## src/shared/sasm_pkg.sv

```systemverilog
//------------------------------------------------------------
// Summary of operation
//------------------------------------------------------------
package sasm_pkg;
    //------------------------------------------------------------
    // Data format
    //------------------------------------------------------------
    localparam int              RESULT_W     = 14;
    localparam logic [13:0]     CODE_NEG_FS  = 14'h2000;
    localparam logic [13:0]     CODE_MID     = 14'h0000;
    localparam logic [13:0]     CODE_POS_FS  = 14'h1FFF;
    localparam logic [13:0]     RESULT_RESET = 14'h0000;
    // Marker delivered after a frame cut short before conversion end
    localparam logic [13:0]     INVALID_WORD = 14'h3FFF;

    //------------------------------------------------------------
    // Clock counts within a frame
    //------------------------------------------------------------
    localparam int              CNT_W          = 7;
    localparam logic [6:0]      CNT_MAX        = 7'h7F;
    localparam logic [6:0]      CNV_CLOCKS     = 7'h12;
    localparam logic [6:0]      CAL_CLOCKS_PUP = 7'h18;
    localparam logic [6:0]      CAL_CLOCKS_RUN = 7'h40;
    localparam logic [6:0]      CAL_START_CNT  = 7'h13;
    localparam logic [6:0]      LAST_BIT_RISE  = 7'h0F;

    //------------------------------------------------------------
    // Timing
    //------------------------------------------------------------
    localparam int              CLK_PERIOD_NS       = 10;
    localparam int              MIN_ACQUIRE_TIME_NS = 95;
    localparam int              MIN_ACQUIRE_CYCLES  =
        (MIN_ACQUIRE_TIME_NS + CLK_PERIOD_NS - 1) / CLK_PERIOD_NS;
    localparam int              SCLK_HALF_DEFAULT   = 6;

    //------------------------------------------------------------
    // State machines
    //------------------------------------------------------------
    typedef enum logic [1:0] {
        acquire_state,
        convert_state,
        offset_cal_state
    } sasm_dev_state_t;

    typedef enum logic [2:0] {
        host_idle,
        host_lead,
        host_low,
        host_high,
        host_acq
    } sasm_host_state_t;
endpackage : sasm_pkg

```

## src/shared/sasm_if.sv

```systemverilog
`timescale 1ns/1ns
`default_nettype none
interface sasm_if;
    logic cs_n;
    logic sclk;
    logic sdo;
    logic sdo_oe;
    logic sdo_line;

    // Released line is pulled low
    assign sdo_line = sdo_oe & sdo;

    modport device (
        input  cs_n,
        input  sclk,
        output sdo,
        output sdo_oe
    );
    modport host (
        output cs_n,
        output sclk,
        input  sdo_line
    );
endinterface : sasm_if
`default_nettype wire

```

## src/rtl/sasm_device.sv

```systemverilog
`timescale 1ns/1ns
`default_nettype none
module sasm_device (
    // Clock and power-up reset
    input  wire logic               i_clk_sys,
    input  wire logic               i_rst_n,
    // Serial link
    sasm_if.device                  link,
    // Analog stand-ins, signed codes
    input  wire logic signed [13:0] i_analog_in_pos,
    input  wire logic signed [13:0] i_analog_in_neg,
    input  wire logic signed [13:0] i_internal_offset,
    // Status
    output logic                    o_caps_connected,
    output logic                    o_offset_calibrated
);
    //------------------------------------------------------------
    // Link synchronisers
    //------------------------------------------------------------
    logic cs_s1_q;
    logic cs_s2_q;
    logic cs_s3_q;
    logic sclk_s1_q;
    logic sclk_s2_q;
    logic sclk_s3_q;

    // Two stages before use, third stage only for edge detection
    always_ff @(posedge i_clk_sys) begin
        if (!i_rst_n) begin
            cs_s1_q   <= 1'b1;
            cs_s2_q   <= 1'b1;
            cs_s3_q   <= 1'b1;
            sclk_s1_q <= 1'b1;
            sclk_s2_q <= 1'b1;
            sclk_s3_q <= 1'b1;
        end else begin
            cs_s1_q   <= link.cs_n;
            cs_s2_q   <= cs_s1_q;
            cs_s3_q   <= cs_s2_q;
            sclk_s1_q <= link.sclk;
            sclk_s2_q <= sclk_s1_q;
            sclk_s3_q <= sclk_s2_q;
        end
    end

    //------------------------------------------------------------
    // Edge decode
    //------------------------------------------------------------
    wire cs_fall;
    wire cs_rise;
    wire sclk_fall;
    wire sclk_rise;

    assign cs_fall   = cs_s3_q & ~cs_s2_q;
    assign cs_rise   = ~cs_s3_q & cs_s2_q;
    // clock counts only inside a frame
    assign sclk_fall = sclk_s3_q & ~sclk_s2_q & ~cs_s2_q;
    assign sclk_rise = ~sclk_s3_q & sclk_s2_q & ~cs_s2_q;

    //------------------------------------------------------------
    // Falling edge counter
    //------------------------------------------------------------
    logic [6:0] fall_cnt_q;
    logic       first_frame_q;
    wire  [6:0] fall_cnt_inc;
    wire  [6:0] cal_target;

    assign fall_cnt_inc = (fall_cnt_q == sasm_pkg::CNT_MAX) ? fall_cnt_q
                                                            : fall_cnt_q + 7'h01;
    assign cal_target   = first_frame_q ? sasm_pkg::CAL_CLOCKS_PUP
                                        : sasm_pkg::CAL_CLOCKS_RUN;

    always_ff @(posedge i_clk_sys) begin
        if (!i_rst_n) begin
            fall_cnt_q <= 7'h00;
        end else if (cs_fall) begin
            fall_cnt_q <= 7'h00;
        end else if (sclk_fall) begin
            fall_cnt_q <= fall_cnt_inc;
        end
    end

    // first frame flag ends with first frame
    always_ff @(posedge i_clk_sys) begin
        if (!i_rst_n) begin
            first_frame_q <= 1'b1;
        end else if (cs_rise) begin
            first_frame_q <= 1'b0;
        end
    end

    //------------------------------------------------------------
    // State machine
    //------------------------------------------------------------
    sasm_pkg::sasm_dev_state_t state_q;
    sasm_pkg::sasm_dev_state_t state_d;
    wire conv_done;
    wire cal_enter;
    wire cal_done;

    // conversion ends on the 18th falling edge
    assign conv_done = (state_q == sasm_pkg::convert_state) & sclk_fall &
                       (fall_cnt_inc == sasm_pkg::CNV_CLOCKS);
    // A clock beyond the conversion is taken as a calibration request
    assign cal_enter = (state_q == sasm_pkg::acquire_state) & sclk_fall &
                       (fall_cnt_inc == sasm_pkg::CAL_START_CNT);
    // calibration completes at 24 or 64 clocks
    assign cal_done  = (state_q == sasm_pkg::offset_cal_state) & sclk_fall &
                       (fall_cnt_inc == cal_target);

    always_comb begin
        state_d = state_q;
        unique case (state_q)
            sasm_pkg::acquire_state: begin
                if (cs_fall) begin
                    state_d = sasm_pkg::convert_state;
                end else if (cal_enter) begin
                    state_d = sasm_pkg::offset_cal_state;
                end
            end
            sasm_pkg::convert_state: begin
                // done, or cut short by select rise
                if (conv_done || cs_rise) begin
                    state_d = sasm_pkg::acquire_state;
                end
            end
            sasm_pkg::offset_cal_state: begin
                if (cal_done || cs_rise) begin
                    state_d = sasm_pkg::acquire_state;
                end
            end
        endcase
    end

    always_ff @(posedge i_clk_sys) begin
        if (!i_rst_n) begin
            state_q          <= sasm_pkg::acquire_state;
            o_caps_connected <= 1'b1;
        end else begin
            state_q          <= state_d;
            o_caps_connected <= (state_d == sasm_pkg::acquire_state);
        end
    end

    //------------------------------------------------------------
    // Sampling, conversion and offset correction
    //------------------------------------------------------------
    logic signed [14:0] sample_q;
    logic signed [13:0] offset_q;
    logic        [13:0] result_q;
    wire  signed [15:0] corrected;
    wire         [13:0] conv_code;
    wire                sat_hi;
    wire                sat_lo;

    assign corrected = {sample_q[14], sample_q} - {{2{offset_q[13]}}, offset_q};
    assign sat_hi    = ~corrected[15] & (corrected[14:13] != 2'b00);
    assign sat_lo    = corrected[15] & (corrected[14:13] != 2'b11);
    // two's complement, clipped to full scale
    assign conv_code = sat_hi ? sasm_pkg::CODE_POS_FS :
                       sat_lo ? sasm_pkg::CODE_NEG_FS : corrected[13:0];

    // sample difference held at select fall
    always_ff @(posedge i_clk_sys) begin
        if (!i_rst_n) begin
            sample_q <= 15'h0000;
        end else if (cs_fall && state_q == sasm_pkg::acquire_state) begin
            sample_q <= {i_analog_in_pos[13], i_analog_in_pos} -
                        {i_analog_in_neg[13], i_analog_in_neg};
        end
    end

    always_ff @(posedge i_clk_sys) begin
        if (!i_rst_n) begin
            offset_q            <= 14'h0000;
            o_offset_calibrated <= 1'b0;
        end else if (cal_done) begin
            offset_q            <= i_internal_offset;
            o_offset_calibrated <= 1'b1;
        end
    end

    // starts at zero, short frame leaves invalid word
    always_ff @(posedge i_clk_sys) begin
        if (!i_rst_n) begin
            result_q <= sasm_pkg::RESULT_RESET;
        end else if (conv_done) begin
            result_q <= conv_code;
        end else if (cs_rise && state_q == sasm_pkg::convert_state) begin
            result_q <= sasm_pkg::INVALID_WORD;
        end
    end

    //------------------------------------------------------------
    // Serial output
    //------------------------------------------------------------
    logic [13:0] shift_q;
    logic        sdo_q;
    logic        sdo_oe_q;
    wire         launch;

    // no launch before the first falling edge
    assign launch = sclk_rise & (fall_cnt_q != 7'h00);

    // previous result loaded; zeros shift in behind it
    always_ff @(posedge i_clk_sys) begin
        if (!i_rst_n) begin
            shift_q <= 14'h0000;
        end else if (cs_fall) begin
            shift_q <= result_q;
        end else if (launch) begin
            shift_q <= {shift_q[12:0], 1'b0};
        end
    end

    // leading zero, released on select high
    always_ff @(posedge i_clk_sys) begin
        if (!i_rst_n) begin
            sdo_q    <= 1'b0;
            sdo_oe_q <= 1'b0;
        end else if (cs_fall || cs_rise) begin
            sdo_q    <= 1'b0;
            sdo_oe_q <= cs_fall;
        end else if (launch) begin
            sdo_q    <= shift_q[13];
        end
    end

    assign link.sdo    = sdo_q;
    assign link.sdo_oe = sdo_oe_q;
endmodule : sasm_device
`default_nettype wire

```

## src/flat_wrapper.sv

```systemverilog
// flat-port wrapper written by rule: the top's interface ports become plain ports
module sasm_device_flat 
  (i_clk_sys, i_rst_n, i_analog_in_pos, i_analog_in_neg, i_internal_offset, o_caps_connected, o_offset_calibrated, link_cs_n, link_sclk, link_sdo, link_sdo_oe);
  sasm_if link_i ();
  input  wire logic i_clk_sys;
  input  wire logic i_rst_n;
  input  wire logic signed [13:0] i_analog_in_pos;
  input  wire logic signed [13:0] i_analog_in_neg;
  input  wire logic signed [13:0] i_internal_offset;
  output logic o_caps_connected;
  output logic o_offset_calibrated;
  input wire logic [$bits(link_i.cs_n)-1:0] link_cs_n;
  input wire logic [$bits(link_i.sclk)-1:0] link_sclk;
  output wire logic [$bits(link_i.sdo)-1:0] link_sdo;
  output wire logic [$bits(link_i.sdo_oe)-1:0] link_sdo_oe;
  assign link_i.cs_n = link_cs_n;
  assign link_i.sclk = link_sclk;
  assign link_sdo = link_i.sdo;
  assign link_sdo_oe = link_i.sdo_oe;
  sasm_device u_core (.i_clk_sys(i_clk_sys), .i_rst_n(i_rst_n), .link(link_i), .i_analog_in_pos(i_analog_in_pos), .i_analog_in_neg(i_analog_in_neg), .i_internal_offset(i_internal_offset), .o_caps_connected(o_caps_connected), .o_offset_calibrated(o_offset_calibrated));
endmodule
```

## config.mk

```make
export PLATFORM = sky130hd
export DESIGN_NAME = sasm_device_flat
export DESIGN_NICKNAME = d
export VERILOG_FILES = /design/src/shared/sasm_pkg.sv /design/src/shared/sasm_if.sv /design/src/rtl/sasm_device.sv /design/src/flat_wrapper.sv
export SDC_FILE = /design/constraint.sdc
export NUM_CORES = 1
export LEC_CHECK = 0
export ABC_AREA = 0
export BUFFER_PORTS_ARGS = -buffer_cell sky130_fd_sc_hd__buf_4
export CORE_ASPECT_RATIO = 0.5
export CORE_MARGIN = 5
export CORE_UTILIZATION = 33
export DETAILED_ROUTE_END_ITERATION = 10
export GPL_TIMING_DRIVEN = 0
export PLACE_DENSITY = 0.61
export SLEW_MARGIN = 10
export SYNTH_ARGS = -nofsm -noshare
export SYNTH_HDL_FRONTEND = slang
export SYNTH_SLANG_ARGS = --single-unit
```

## constraint.sdc

```tcl
create_clock -name i_clk_sys -period 2.8 [get_ports i_clk_sys]
set_input_delay 0.42 -clock i_clk_sys [delete_from_list [all_inputs] [get_ports i_clk_sys]]
set_output_delay 0.42 -clock i_clk_sys [all_outputs]
set_load 0.005 [all_outputs]
```

==> metrics.csv <==
stage,metric,value,unit
sta,drv_slew,0,
global_route,antenna_found_initial,0,
worst_hold_path,min_path_cells,2,
logic_synthesis,synth_top_cells_by_area,"dfxtp_1 33%, ha_1 9.8%, mux2i_1 6.9%",
floorplanning,die_area,16600,sq um
logic_synthesis,synthMuxAreaShare,7.19,%
setup_path,endpoint,u_core.result_q[5]$_SDFFE_PN0P_,
logic_synthesis,synth_area_per_cell,8.26,sq um
logic_synthesis,netlist_top_cells_count,"77 x dfxtp_1, 71 x nor2_1, 46 x a21oi_1",
setup_path,r2r_end,u_core.result_q[5]$_SDFFE_PN0P_,
sta,worst_slew_pin_slew,0.664,ns
setup_path,cp.required,3.02,ns
logic_synthesis,synth_area_leader_cell,dfxtp_1,
setup_path,end_kind,flip-flop,
placement,port_buffers,48,
drt,via_count,4008,
sta,fin_skew,0.00769,ns
setup_path,setup.worst_path.start,u_core.fall_cnt_q[0]$_SDFFE_PP0P_,
clocking,postCtsHoldBufs,0,
setup_path,critPathLaunchType,flip-flop,
logic_synthesis,ys_seq_area_share,33.4,%
cells_and_area,fin_nets,721,
clocking,cts.clk_slew.worst_paths,0.06,ns
setup_path,crit_top_cell,a21oi_4,
logic_synthesis,netlist_instances,558,
floorplanning,fp.dieH,93.6,um
drt,first_pass_iters,5,
setup_path,cp_slowest_stage_delay,0.51,ns
drt,wirelength,11500,um
global_route,grt_pass1_vias,3767,
cells_and_area,areaGrowthSynthToFinish,29.4,%
placement,gp_congestion,0.848,
setup_path,crit_fanout,8,
logic_synthesis,synthMostInstantiatedCell,dfxtp_1,
worst_hold_path,hold_path.class,in -> reg,
clocking,clock_latency,0.34,ns
power_and_ir_drop,swShare,27.5,%
placement,dpl_cell_area,5210,sq um
sta,finalCritPeriodShare,96.9,%
global_route,grt_max_degree,14,
logic_synthesis,synth_fa_ha_area_share,10.6,%
logic_synthesis,synth_top_family_by_area,compound AO/OA/AOI/OAI gates,
sta,max_slew_margin,55.7,%
clocking,htree_levels,3,
drt,wl_met3,351,um
cells_and_area,final_cells,834,
logic_synthesis,synth_compound_area_share,19.9,%
logic_synthesis,synth-async-reset-ratio,0,%
setup_path,rrSetupSlack,0.09,ns
logic_synthesis,yosysWarnings,0,
sta,hold_viol_final,0,
floorplanning,core-area,13600,sq um
sta,rsz0062_at_grt,no,
global_route,grt_pass1_wl,18700,um
logic_synthesis,synth_nets,642,
sta,fin_crit,2.71,ns
sta,hold_slack,0.267,ns
setup_path,critical_path.cell_chain,ha_2 > and3_4 > a21oi_4 > o211a_1 > or4b_4 > or3b_4 > a21oi_4 > buf_6 > buf_8 > a21oi_2,
logic_synthesis,synthFlopType,dfxtp_1,
drt,drt-vias-per-instance,4.81,
setup_path,reg2reg_from,u_core.fall_cnt_q[0]$_SDFFE_PP0P_,
power_and_ir_drop,leakage,2.46,nW
power_and_ir_drop,p_sw,0.817,mW
power_and_ir_drop,pwr-share-seq,38.0,%
logic_synthesis,ys_seq_elements,77,
drt,drc_errors,0,
drt,drtIter0Drc,201,
setup_path,arrival,2.93,ns
logic_synthesis,netlist_area,4610,sq um
cells_and_area,antenna_cells,0,
run,max-cap-violations,0,
power_and_ir_drop,p_per_area,497,nW/um^2
drt,wl_met1,5830,um
run_status,status,completed,
global_route,track_usage,13.7,%
clocking,cts_tree,built,
clocking,cts_made_buffers,9,
floorplanning,ioPinCount,50,
drt,top_layer,met4,
clocking,numClockSinks,77,
logic_synthesis,yosysUniqueCellTypes,58,
sta,fmax,0.368,GHz
floorplanning,die_x,177,um
power_and_ir_drop,clkPwrFrac,39.8,%
sta,finalSetupViolations,0,
drt,ant_nets,0,
drt,wire_per_inst,13.7,um
cells_and_area,drive_above_1_share,24.1,%
placement,dp_hpwl,8330,um
power_and_ir_drop,p_int,2.15,mW
power_and_ir_drop,p_comb_share,22.2,%
power_and_ir_drop,power,2.97,mW
setup_path,ff2ff_path_depth,10,
logic_synthesis,yosys.area_share.xor_xnor,3.42,%
setup_path,crit_type,reg -> reg,
floorplanning,rows,30,
power_and_ir_drop,vdd_drop_max,0.273,mV
clocking,clockBufferDepth,2,
logic_synthesis,synth_top_area_share,33.4,%
clocking,root_buffer,clkbuf_16,
global_route,globalRouteOverflowTotal,0,
logic_synthesis,synth_edf_count,0,
setup_path,critPathSlowestCell,or4b_4,
drt,route.met2.wl,5190,um
placement,post-place-cells,798,
floorplanning,start_util,33.8,%
cells_and_area,fin_area,5970,sq um
logic_synthesis,synth_simple_gate_area_share,19.5,%
[registers in the layout, summed over array words and instances, names as in the netlist]
name,count
u_core.sample_q,15
u_core.offset_q,14
u_core.result_q,14
u_core.shift_q,14
u_core.fall_cnt_q,7
u_core.state_q,2
u_core.cs_s1_q,1
u_core.cs_s2_q,1
u_core.cs_s3_q,1
u_core.first_frame_q,1
u_core.link.sdo,1
u_core.link.sdo_oe,1
u_core.o_caps_connected,1
u_core.o_offset_calibrated,1
u_core.sclk_s1_q,1
u_core.sclk_s2_q,1
u_core.sclk_s3_q,1
[cells by family after synthesis]
| group | after synthesis |
|---|---|
| buf+inv | 68 |
| compound gates | 140 |
| xor+xnor | 18 |
| mux | 33 |
| fa+ha+maj | 38 |
| flops | 77 |
| simple gates | 184 |
[how the worst min path moves through the flow]
stage / from / to / slack [ns]
after floorplan: u_core.cs_s1_q$_SDFF_PN1_ / u_core.cs_s2_q$_SDFF_PN1_ / 0.39
after global placement: u_core.sclk_s1_q$_SDFF_PN1_ / u_core.sclk_s2_q$_SDFF_PN1_ / 0.39
after detailed placement: u_core.cs_s1_q$_SDFF_PN1_ / u_core.cs_s2_q$_SDFF_PN1_ / 0.40
after CTS: link_cs_n / u_core.cs_s1_q$_SDFF_PN1_ / 0.26
after global routing: link_cs_n / u_core.cs_s1_q$_SDFF_PN1_ / 0.28
final: link_cs_n / u_core.cs_s1_q$_SDFF_PN1_ / 0.27
[power groups by stage]
| stage | Combinational, mW | Sequential (mW) | Clock (mW) |
|---|---|---|---|
| finish | 0.657 | 1.13 | 1.18 |
| detailed placement | 0.499 | 1.15 | 0 |
| global placement | 0.492 | 1.15 | 0 |
| CTS | 0.596 | 1.13 | 1.20 |
| global route | 0.716 | 1.13 | 1.25 |
| floorplan | 0.358 | 1.15 | 0 |
[layout make-up]
type	instances	area, sq um
Fill cell	1337	7660
Multi-Input combinational cell	413	3050
Sequential cell	77	1550
Timing Repair Buffer	69	546
Tap cell	192	240
Clock buffer	10	239
Inverter	46	173
Buffer	21	108
Clock inverter	6	62.6
[worst max-delay path: cells and delay by family, from the launching register on]
kind / cells / cell delay [ns]
buffers and inverters: 2 / 0.24
adder cells (fa/ha/maj): 1 / 0.21
AO/OA/AOI/OAI: 4 / 0.60
AND/OR/NAND/NOR: 3 / 1.15
flip-flops: 1 / 0.37
[per-stage QoR]
step | util (%) | worst slack [ns] | TNS [ns]
finish | 43.8 | 0.0857 | 0
global route | 43.8 | 0.00265 | 0
CTS | 42.5 | 0.00163 | 0
detailed placement | 38.3 | -0.576 | -8.46
global placement | 38.3 | -0.537 | -7.04
floorplan | - | 0.0239 | 0
[routing by layer]
metal  global-route usage, %  up-vias
met5                       0        -
met4                    2.90        0
met3                    2.42        7
met2                    22.4       64
met1                    19.0     1829
li1                        -     2108
[placed cells by master, fill, tap and decap left out, types with 6 or more instances in the layout]
cell / Yosys / final
a21oi_1: 46 / 42
a211oi_1: 8 / 6
nor3_1: 9 / 8
clkbuf_1: 17 / 15
nand2b_1: 12 / 12
nand3_1: 14 / 11
a21oi_2: 10 / 14
mux2i_1: 32 / 32
clkbuf_16: 0 / 9
nand3b_1: 6 / 6
nand2_1: 33 / 33
dfxtp_1: 77 / 70
ha_1: 36 / 28
inv_1: 45 / 42
dfxtp_2: 0 / 6
ha_4: 0 / 7
nor2_1: 71 / 71
xnor2_1: 16 / 15
or3_1: 7 / 6
o21ai_0: 30 / 29
buf_4: 1 / 66
[repair_timing]
item | 4_1_cts | 5_1_grt
pin swaps | 10 | 15
endpoints found under the setup margin | 27 | 23
resized for setup | 30 | 31
gates cloned | 2 | 0
setup buffers | 15 | 4
Power figures use the tool's default switching activity.
